--- config.mk ---
export PLATFORM = sky130hd
export DESIGN_NAME = halfband_rate_change_filter
export DESIGN_NICKNAME = d
export VERILOG_FILES = /design/src/hdl/filter_pkg.sv /design/src/hdl/sample_shift_line.sv /design/src/hdl/output_limiter.sv /design/src/hdl/halfband_rate_change_filter.sv
export VERILOG_INCLUDE_DIRS = /design/src /design/src/hdl
export SDC_FILE = /design/constraint.sdc
export NUM_CORES = 2
export LEC_CHECK = 0
export ABC_CLOCK_PERIOD_IN_PS = 12200
export BUFFER_PORTS_ARGS = -buffer_cell sky130_fd_sc_hd__buf_2
export CAP_MARGIN = 10
export CORE_ASPECT_RATIO = 1.2
export CORE_MARGIN = 2
export CORE_UTILIZATION = 35
export CTS_CLUSTER_DIAMETER = 60
export DETAILED_ROUTE_END_ITERATION = 8
export GPL_TIMING_DRIVEN = 0
export PLACE_DENSITY_LB_ADDON = 0.15
export SLEW_MARGIN = 20
export SYNTH_ARGS = -nofsm -noshare
export SYNTH_HDL_FRONTEND = slang
export SYNTH_SLANG_ARGS = --single-unit
--- constraint.sdc ---
create_clock -name clk_i -period 12.2 [get_ports clk_i]
set_clock_uncertainty 0.1 [all_clocks]
set_input_delay 1.22 -clock clk_i [delete_from_list [all_inputs] [get_ports clk_i]]
set_output_delay 1.22 -clock clk_i [all_outputs]
set_load 0.01 [all_outputs]
--- src/hdl/filter_regs.svh ---
// register offsets, field positions, reset values and timing counts of the half-band filter
`ifndef FILTER_REGS_SVH
`define FILTER_REGS_SVH

`define APB_ADDR_W 8
`define CTRL_OFFSET 8'h00
`define STATUS_OFFSET 8'h04
`define LAST_OUT_OFFSET 8'h08

`define CTRL_W 7
`define CTRL_RESET 7'h07
`define CTRL_PSTRB_LANE 0

`define TAP_COUNT 55
`define CENTER_TAP 27
`define COEF_PAIRS 14
`define CENTER_COEF_SHIFT 15

`define OUT_SHIFT_HALF 6'h0c
`define OUT_SHIFT_UNITY 6'h0b
`define SAT_MAX16 16'h7fff
`define SAT_MIN16 16'h8000
`define SAT_MAX15 16'h3fff
`define SAT_MIN15 16'hc000
`define INV_OFFSET_MASK 16'h7fff
`define LOW_MASK_ALL 16'hffff

`define CLK_PERIOD_NS 4
`define LATENCY_FIRST_CYC 7
`define LATENCY_PEAK_CYC 34
`define LATENCY_LAST_CYC 61

`endif

--- src/hdl/filter_pkg.sv ---
// types shared by the half-band filter modules
package filter_pkg;

  typedef struct packed {
    logic variant_unity;
    logic [2:0] round_width_select;
    logic output_format_select;
    logic interpolate_select_n;
    logic decimate_select_n;
  } ctrl_t;

  typedef enum logic [3:0] {
    MODE_EQUAL = 4'b0001,
    MODE_DECIM = 4'b0010,
    MODE_INTERP_HALF = 4'b0100,
    MODE_INTERP_UNITY = 4'b1000
  } mode_t;

  typedef struct packed {
    logic unity_shift;
    logic clamp15;
    logic twos_complement;
    logic [2:0] round_sel;
  } lim_cfg_t;

endpackage : filter_pkg

--- src/hdl/sample_shift_line.sv ---
// delay line holding the most recent filter input samples, one word per tap
`timescale 1ns/1ps
module sample_shift_line
  import filter_pkg::*;
#(
  parameter int W = 12,
  parameter int DEPTH = 55
)
(
  input wire logic clk_i,
  input wire logic rstn_i,
  input wire logic [W-1:0] din_i,
  output logic [DEPTH*W-1:0] taps_o
);

  logic [W-1:0] line_ff [DEPTH];
  logic [W-1:0] nxt_line [DEPTH];

  genvar g;
  generate
    for (g = 0; g < DEPTH; g++)
    begin : g_stage
      if (g == 0)
      begin : g_head
        always_comb nxt_line[g] = din_i;
      end
      else
      begin : g_body
        always_comb nxt_line[g] = line_ff[g-1];
      end
      always_ff @(posedge clk_i or negedge rstn_i)
      begin
        if (!rstn_i)
          line_ff[g] <= '0;
        else
          line_ff[g] <= nxt_line[g];
      end
      assign taps_o[g*W +: W] = line_ff[g];
    end
  endgenerate

endmodule : sample_shift_line

--- src/hdl/output_limiter.sv ---
// rounding, saturation, low-bit zeroing and output formatting stage
`timescale 1ns/1ps
`include "filter_regs.svh"
module output_limiter
  import filter_pkg::*;
#(
  parameter int ACC_W = 36
)
(
  input wire logic clk_i,
  input wire logic rstn_i,
  input wire logic signed [ACC_W-1:0] acc_i,
  input wire lim_cfg_t cfg_i,
  output logic [15:0] result_o,
  output logic sat_o
);

  logic [15:0] result_ff;
  logic sat_ff;
  logic [15:0] nxt_result;
  logic nxt_sat;

  always_comb
  begin
    logic [5:0] shift;
    logic [5:0] half_pos;
    logic signed [ACC_W-1:0] rounded;
    logic signed [ACC_W-1:0] scaled;
    logic signed [ACC_W-1:0] max_v;
    logic signed [ACC_W-1:0] min_v;
    logic [15:0] clipped;
    logic [15:0] low_mask;
    clipped = 16'h0;
    shift = cfg_i.unity_shift ? `OUT_SHIFT_UNITY : `OUT_SHIFT_HALF;
    // half an lsb at the chosen width, then drop the fraction
    half_pos = shift + {3'h0, cfg_i.round_sel} - 6'h01;
    rounded = acc_i + (ACC_W'(1) << half_pos);
    scaled = rounded >>> shift;
    max_v = cfg_i.clamp15 ? ACC_W'(signed'(`SAT_MAX15)) : ACC_W'(signed'(`SAT_MAX16));
    min_v = cfg_i.clamp15 ? ACC_W'(signed'(`SAT_MIN15)) : ACC_W'(signed'(`SAT_MIN16));
    nxt_sat = 1'b0;
    if (scaled > max_v)
    begin
      clipped = max_v[15:0];
      nxt_sat = 1'b1;
    end
    else if (scaled < min_v)
    begin
      clipped = min_v[15:0];
      nxt_sat = 1'b1;
    end
    else
      clipped = scaled[15:0];
    low_mask = `LOW_MASK_ALL << cfg_i.round_sel;
    // mask after the format flip so the dropped bits read zero in both formats
    nxt_result = (cfg_i.twos_complement ? clipped : clipped ^ `INV_OFFSET_MASK) & low_mask;
  end

  always_ff @(posedge clk_i or negedge rstn_i)
  begin
    if (!rstn_i)
    begin
      result_ff <= '0;
      sat_ff <= 1'b0;
    end
    else
    begin
      result_ff <= nxt_result;
      sat_ff <= nxt_sat;
    end
  end

  assign result_o = result_ff;
  assign sat_o = sat_ff;

endmodule : output_limiter

--- src/hdl/halfband_rate_change_filter.sv ---
// half-band rate change filter top: input alignment, fir datapath, output register, apb slave
//
// How it works
// - symmetric 55-tap linear-phase low-pass fir
// - impulse to output peak takes 34 cycles
// - response spans cycles 7 to 61
// - interpolation: half-rate input, zeros inserted between
// - decimation: one output per two inputs
// - aligned interpolation captures every second edge
// - format select: twos complement or inverted offset
// - half-lsb rounding at selected width 9..16
// - output enable floats port asynchronously
// - decimate select low: full-rate in, half-rate out
// - interpolate select low: half-rate in, -6 dB
// - both high equal rate; both low per variant
// - equal rate: one in, one out per cycle
// - 15-bit limit in variant -6 dB interpolation
// - saturate on overflow, never wrap
// - 12-bit twos complement in, 16-bit out
// - limits 7fff/8000, or 3fff/c000 there
// - bits below rounding position read zero
// - strobe ignored in equal-rate mode
// - registers on rising edge; decimated output held
//
// Design decisions made here: the register offsets and the APB register port.
`timescale 1ns/1ps
`include "filter_regs.svh"
module halfband_rate_change_filter
  import filter_pkg::*;
#(
  parameter int IN_W = 12,
  parameter int OUT_W = 16,
  parameter int COEF_W = 18,
  parameter int ACC_W = 36
)
(
  input wire logic clk_i,
  input wire logic rstn_i,
  input wire logic [IN_W-1:0] sample_in_i,
  input wire logic align_strobe_i,
  input wire logic output_enable_n_i,
  output logic [OUT_W-1:0] sample_out_o,
  output logic sample_out_oe_o,
  output logic sample_out_strobe_o,
  input wire logic [`APB_ADDR_W-1:0] paddr_i,
  input wire logic psel_i,
  input wire logic penable_i,
  input wire logic pwrite_i,
  input wire logic [31:0] pwdata_i,
  input wire logic [3:0] pstrb_i,
  output logic [31:0] prdata_o,
  output logic pready_o,
  output logic pslverr_o
);

  localparam int NPAIR = `COEF_PAIRS;
  localparam int NTAP = `TAP_COUNT;
  localparam int CTR = `CENTER_TAP;

  // half-band: only the centre and odd offsets from centre carry weight, scale 2^16
  localparam logic signed [COEF_W-1:0] COEF [NPAIR] = '{
    18'sd20795, -18'sd6757, 18'sd3853, -18'sd2549, 18'sd1776, -18'sd1258, 18'sd891,
    -18'sd616, 18'sd406, -18'sd256, 18'sd144, -18'sd69, 18'sd23, -18'sd2
  };

  // pin synchronisers; sample and strobe share depth so they stay aligned
  logic [IN_W-1:0] din_meta_ff;
  logic [IN_W-1:0] din_sync_ff;
  logic strobe_meta_ff;
  logic strobe_sync_ff;
  logic strobe_prev_ff;

  always_ff @(posedge clk_i or negedge rstn_i)
  begin
    if (!rstn_i)
    begin
      din_meta_ff <= '0;
      din_sync_ff <= '0;
      strobe_meta_ff <= 1'b0;
      strobe_sync_ff <= 1'b0;
      strobe_prev_ff <= 1'b0;
    end
    else
    begin
      din_meta_ff <= sample_in_i;
      din_sync_ff <= din_meta_ff;
      strobe_meta_ff <= align_strobe_i;
      strobe_sync_ff <= strobe_meta_ff;
      strobe_prev_ff <= strobe_sync_ff;
    end
  end

  // control register and mode decode
  ctrl_t ctrl_ff;
  ctrl_t nxt_ctrl;
  mode_t mode;
  lim_cfg_t lim_cfg;

  always_comb
  begin
    unique case ({ctrl_ff.decimate_select_n, ctrl_ff.interpolate_select_n})
      2'b01: mode = MODE_DECIM;
      2'b10: mode = MODE_INTERP_HALF;
      2'b11: mode = MODE_EQUAL;
      2'b00: mode = ctrl_ff.variant_unity ? MODE_INTERP_UNITY : MODE_EQUAL;
    endcase
    lim_cfg.unity_shift = (mode == MODE_INTERP_UNITY);
    lim_cfg.clamp15 = ctrl_ff.variant_unity && (mode == MODE_INTERP_HALF);
    lim_cfg.twos_complement = ctrl_ff.output_format_select;
    lim_cfg.round_sel = ctrl_ff.round_width_select;
  end

  // input and output phase tracking
  logic in_phase_ff;
  logic out_phase_ff;
  logic aligned_ff;
  logic nxt_in_phase;
  logic nxt_out_phase;
  logic nxt_aligned;
  logic strobe_fall;
  logic in_take;
  logic out_take;
  logic interp_mode;

  always_comb
  begin
    interp_mode = (mode == MODE_INTERP_HALF) || (mode == MODE_INTERP_UNITY);
    // a falling strobe marks the first wanted sample; a toggling strobe
    // falls only on capture edges once aligned, so nothing changes
    strobe_fall = strobe_prev_ff && !strobe_sync_ff && (mode != MODE_EQUAL);
    in_take = 1'b1;
    out_take = 1'b1;
    if (interp_mode)
      in_take = strobe_fall || in_phase_ff;
    if (mode == MODE_DECIM)
      out_take = strobe_fall || out_phase_ff;
    nxt_in_phase = !in_take;
    nxt_out_phase = !out_take;
    nxt_aligned = aligned_ff;
    if (mode == MODE_EQUAL)
      nxt_aligned = 1'b0;
    else if (strobe_fall)
      nxt_aligned = 1'b1;
  end

  always_ff @(posedge clk_i or negedge rstn_i)
  begin
    if (!rstn_i)
    begin
      in_phase_ff <= 1'b0;
      out_phase_ff <= 1'b0;
      aligned_ff <= 1'b0;
    end
    else
    begin
      in_phase_ff <= nxt_in_phase;
      out_phase_ff <= nxt_out_phase;
      aligned_ff <= nxt_aligned;
    end
  end

  // zero stuffing between captured samples in interpolation
  logic [IN_W-1:0] line_din;
  logic [NTAP*IN_W-1:0] taps;

  always_comb
  begin
    line_din = in_take ? din_sync_ff : '0;
  end

  sample_shift_line #(
    .W(IN_W),
    .DEPTH(NTAP)
  ) u_line (
    .clk_i(clk_i),
    .rstn_i(rstn_i),
    .din_i(line_din),
    .taps_o(taps)
  );

  // stage a: fold symmetric taps into pair sums
  logic signed [IN_W:0] pair_ff [NPAIR];
  logic signed [IN_W:0] nxt_pair [NPAIR];
  logic signed [IN_W-1:0] centre_ff;
  logic signed [IN_W-1:0] nxt_centre;

  genvar j;
  generate
    for (j = 0; j < NPAIR; j++)
    begin : g_pair
      localparam int KLO = CTR - (2 * j + 1);
      localparam int KHI = CTR + (2 * j + 1);
      always_comb
      begin
        nxt_pair[j] = (IN_W+1)'(signed'(taps[KLO*IN_W +: IN_W]))
          + (IN_W+1)'(signed'(taps[KHI*IN_W +: IN_W]));
      end
      always_ff @(posedge clk_i or negedge rstn_i)
      begin
        if (!rstn_i)
          pair_ff[j] <= '0;
        else
          pair_ff[j] <= nxt_pair[j];
      end
    end
  endgenerate

  always_comb nxt_centre = signed'(taps[CTR*IN_W +: IN_W]);

  always_ff @(posedge clk_i or negedge rstn_i)
  begin
    if (!rstn_i)
      centre_ff <= '0;
    else
      centre_ff <= nxt_centre;
  end

  // stage b: multiply-accumulate; centre weight is one half
  logic signed [ACC_W-1:0] acc_ff;
  logic signed [ACC_W-1:0] nxt_acc;

  always_comb
  begin
    nxt_acc = ACC_W'(centre_ff) <<< `CENTER_COEF_SHIFT;
    for (int k = 0; k < NPAIR; k++)
      nxt_acc = nxt_acc + ACC_W'(pair_ff[k] * COEF[k]);
  end

  always_ff @(posedge clk_i or negedge rstn_i)
  begin
    if (!rstn_i)
      acc_ff <= '0;
    else
      acc_ff <= nxt_acc;
  end

  // stage c: round, limit, format
  logic [OUT_W-1:0] lim_result;
  logic lim_sat;

  output_limiter #(
    .ACC_W(ACC_W)
  ) u_limiter (
    .clk_i(clk_i),
    .rstn_i(rstn_i),
    .acc_i(acc_ff),
    .cfg_i(lim_cfg),
    .result_o(lim_result),
    .sat_o(lim_sat)
  );

  // output register, held on odd phases while decimating
  logic [OUT_W-1:0] out_ff;
  logic out_strobe_ff;
  logic sat_seen_ff;
  logic [OUT_W-1:0] nxt_out;
  logic nxt_out_strobe;
  logic nxt_sat_seen;
  logic status_rd;

  always_comb
  begin
    nxt_out = out_take ? lim_result : out_ff;
    nxt_out_strobe = out_take;
    nxt_sat_seen = sat_seen_ff;
    if (status_rd)
      nxt_sat_seen = 1'b0;
    // an overflow in the read cycle is kept for the next read
    if (out_take && lim_sat)
      nxt_sat_seen = 1'b1;
  end

  always_ff @(posedge clk_i or negedge rstn_i)
  begin
    if (!rstn_i)
    begin
      out_ff <= '0;
      out_strobe_ff <= 1'b0;
      sat_seen_ff <= 1'b0;
    end
    else
    begin
      out_ff <= nxt_out;
      out_strobe_ff <= nxt_out_strobe;
      sat_seen_ff <= nxt_sat_seen;
    end
  end

  assign sample_out_o = out_ff;
  // enable bypasses the clock so a shared bus is released at once
  assign sample_out_oe_o = !output_enable_n_i;

  assign sample_out_strobe_o = out_strobe_ff;

  // apb slave: zero wait states, answer registered in the setup cycle
  logic [31:0] prdata_ff;
  logic pready_ff;
  logic pslverr_ff;
  logic [31:0] nxt_prdata;
  logic nxt_pready;
  logic nxt_pslverr;
  logic setup;
  logic access;
  logic mapped;
  logic [31:0] status_word;

  always_comb
  begin
    setup = psel_i && !penable_i;
    access = psel_i && penable_i && pready_ff;
    mapped = (paddr_i == `CTRL_OFFSET) || (paddr_i == `STATUS_OFFSET)
      || (paddr_i == `LAST_OUT_OFFSET);
    status_word = {24'h0, sat_seen_ff, aligned_ff, out_phase_ff, in_phase_ff, mode};
    status_rd = access && !pwrite_i && (paddr_i == `STATUS_OFFSET);
    nxt_prdata = prdata_ff;
    nxt_pready = setup;
    nxt_pslverr = setup && !mapped;
    if (setup && !pwrite_i)
    begin
      unique case (paddr_i)
        `CTRL_OFFSET: nxt_prdata = {25'h0, ctrl_ff};
        `STATUS_OFFSET: nxt_prdata = status_word;
        `LAST_OUT_OFFSET: nxt_prdata = {16'h0, out_ff};
        default: nxt_prdata = 32'h0;
      endcase
    end
    nxt_ctrl = ctrl_ff;
    if (access && pwrite_i && (paddr_i == `CTRL_OFFSET) && pstrb_i[`CTRL_PSTRB_LANE])
      nxt_ctrl = ctrl_t'(pwdata_i[`CTRL_W-1:0]);
  end

  always_ff @(posedge clk_i or negedge rstn_i)
  begin
    if (!rstn_i)
    begin
      ctrl_ff <= ctrl_t'(`CTRL_RESET);
      prdata_ff <= '0;
      pready_ff <= 1'b0;
      pslverr_ff <= 1'b0;
    end
    else
    begin
      ctrl_ff <= nxt_ctrl;
      prdata_ff <= nxt_prdata;
      pready_ff <= nxt_pready;
      pslverr_ff <= nxt_pslverr;
    end
  end

  assign prdata_o = prdata_ff;
  assign pready_o = pready_ff;
  assign pslverr_o = pslverr_ff;

endmodule : halfband_rate_change_filter

==> reports/qor.yml <==
track_usage_pct: 18.2
vias: 44217
netlist-cell-type-count: 82
core_area_mm2: 0.219
initial_utilization_pct: 35.2
drtPass1Iterations: 5
whs_path_depth: 0
dp_slack_ns: -0.720
multi_input_area_mm2: 0.0465
grt_pass1_vias: 49471
netlist_area_mm2: 0.0769
h-tree-depth: 3
grt_pass1_wl_um: 303000
cts_buffers: 111
fillers: 21003
clk_pin_slew_ns: 0.06
status: "completed"
die_h_um: 517
synth-edff-count: 0
dieWidth_um: 432
final_nets: 9019
syn_to_final_growth_pct: 11.1
fin_area_mm2: 0.0854
setup_viol: 0
worst_r2r_path_depth: 40
fmax_mhz: 84.8
io_pins: 115
path_common_cell: "fa_1"
cp-end-kind: "flip-flop"
rows: 188
drive_above_1_share_pct: 6.22
fin_crit_ns: 11.79
insertion_delay_ns: 0.76
routed_wl_um: 196000
grt_start_max_net_pins: 130
drt-initial-drc-count: 1977
seq_area_mm2: 0.0242
synth_area_per_cell_um2: 11.6
cp.depth: 40
grt_antenna_before_repair: 11
clockBufferDepth: 3
overflow: 0
crit_type: "flip-flop to flip-flop"
cp_num_buf_inv: 6
final_cell_mix: "inv_1, fa_1, ha_1"
drc: 0
slew_violations: 0
place_congestion: 0.913
ant_nets: 0
hold_buffers: 0
final_common_cell: "inv_1"
cpMaxStageDelayCell: "or4b_2"
crit_fanout: 4
root_buffer: "clkbuf_16"
cp_top_family: "adder cells"
wl_per_cell_um: 20.0
cts_tree: "built"
critPathRequiredTime_ns: 12.66
slowest_delay_ns: 0.62
start_kind: "flip-flop"
dpl.hpwl_um: 172000
min_period_over_period_pct: 96.6
maxCapViolCount: 0
hold_path.class: "flip-flop to flip-flop"
ys_seq_elements: 968
placed_area_mm2: 0.0812
numClockSinks: 968
synthCells: 6609
port-buffer-count: 70
setup_ws_ns: 0.414
crit_arrival_ns: 12.24
vias_per_cell: 4.52
holdWs_ns: 0.208
hold_viol: 0
slew_headroom_pct: 30.1
yosys_most_used_dff: "dfrtp_1"
dieArea_mm2: 0.223
worst_slew_pin_slew_ns: 1.05
setup_tns_ns: 0
ys_seq_area_share_pct: 31.5
ys_warn_count: 0
async_reset_ff_share_pct: 100
-- metal layers --
layer | track usage (%) | part of all wire [%] | up-vias
met4 | 5.33 | 3.3 | 2
met2 | 33.9 | 53 | 474
li1 | - | - | 20854
met3 | 1.82 | 2.4 | 213
met1 | 22.1 | 41 | 22674
met5 | 0 | 0.0051 | -
-- worst paths after layout --
path	startpoint	end	slack (ns)
hold reg to reg	u_line.taps_o[37]$_DFF_PN0_	u_line.taps_o[49]$_DFF_PN0_	0.21
max in group asynchronous	rstn_i	u_line.taps_o[347]$_DFF_PN0_	9.07
setup / recovery	pair_ff[68]$_DFF_PN0_	acc_ff[32]$_DFF_PN0_	0.41
min in group asynchronous	rstn_i	prdata_o[6]$_DFFE_PN0P_	0.26
hold / removal	u_line.taps_o[37]$_DFF_PN0_	u_line.taps_o[49]$_DFF_PN0_	0.21
setup reg to reg	pair_ff[68]$_DFF_PN0_	acc_ff[32]$_DFF_PN0_	0.41
-- layout make-up --
| cell class | count | area share, % |
|---|---|---|
| Sequential cell | 968 | 28.4 |
| Tap cell | 2850 | 4.18 |
| Buffer | 58 | 0.328 |
| Multi-Input combinational cell | 3928 | 54.4 |
| Antenna cell | 3 | 0.00879 |
| Timing Repair Buffer | 97 | 0.882 |
| Clock buffer | 148 | 3.69 |
| Clock inverter | 56 | 0.810 |
| Inverter | 1670 | 7.34 |
-- stage by stage --
step	instances	utilization, %
finish	9778	39.1
global route	9776	39.1
CTS	9763	38.9
detailed placement	9556	37.1
global placement	9544	37.0
floorplan	6624	-
-- synth_stat cells (26+ instances only) --
library cell / instances / area [um2]
dfrtp_1: 965 / 24100
nor3_1: 39 / 195
nand2b_1: 56 / 350
xor2_1: 88 / 771
nand2_1: 199 / 747
nor2b_1: 46 / 288
mux2i_1: 27 / 270
and2_1: 36 / 225
a21o_1: 76 / 571
nor2_1: 209 / 785
o21a_1: 31 / 233
or2_2: 26 / 163
xnor2_1: 262 / 2290
ha_1: 1030 / 12900
a21oi_1: 191 / 956
nand3_1: 31 / 155
o21ai_0: 181 / 906
a21boi_0: 26 / 195
clkbuf_1: 37 / 139
fa_1: 1092 / 21900
inv_1: 1666 / 6250
-- worst register-to-register path: cells and delay by family, from the launching register on --
kind / cells / cell delay [ns]
xor+xnor: 1 / 0.14
compound gates: 13 / 2.30
simple gates: 3 / 0.98
flops: 1 / 0.45
buf+inv: 6 / 0.30
fa+ha+maj: 17 / 7.34
-- registers in the layout (all words and copies together), names as in the netlist, 7 cells and up --
register / flops
u_line.taps_o: 660
pair_ff: 182
acc_ff: 36
prdata_o: 16
sample_out_o: 16
u_limiter.result_o: 16
din_meta_ff: 12
din_sync_ff: 12
ctrl_ff: 7
-- timing repair --
| item | CTS | global route |
|---|---|---|
| endpoints found under the setup margin | 10 | 10 |
| pin swaps | 4 | 10 |
| buffers inserted | 3 | 12 |
| hold endpoints to repair | 0 | 0 |
| resized for setup | 19 | 40 |
-- cell families (layout without fill, tap and decap cells) --
kind of cell	Yosys count	after routing	share of synthesized area, %
buffers and inverters	1728	2029	8.52
other	1	19	0.00488
AND/OR/NAND/NOR	723	723	4.53
multiplexers	50	50	0.688
flip-flops	968	968	31.5
XOR/XNOR	350	350	3.99
AO/OA/AOI/OAI	667	667	5.57
adder cells (fa/ha/maj)	2122	2122	45.2
Power is not shown: default switching activity piles up to over one toggle a cycle in this logic, so the estimate is an artifact.
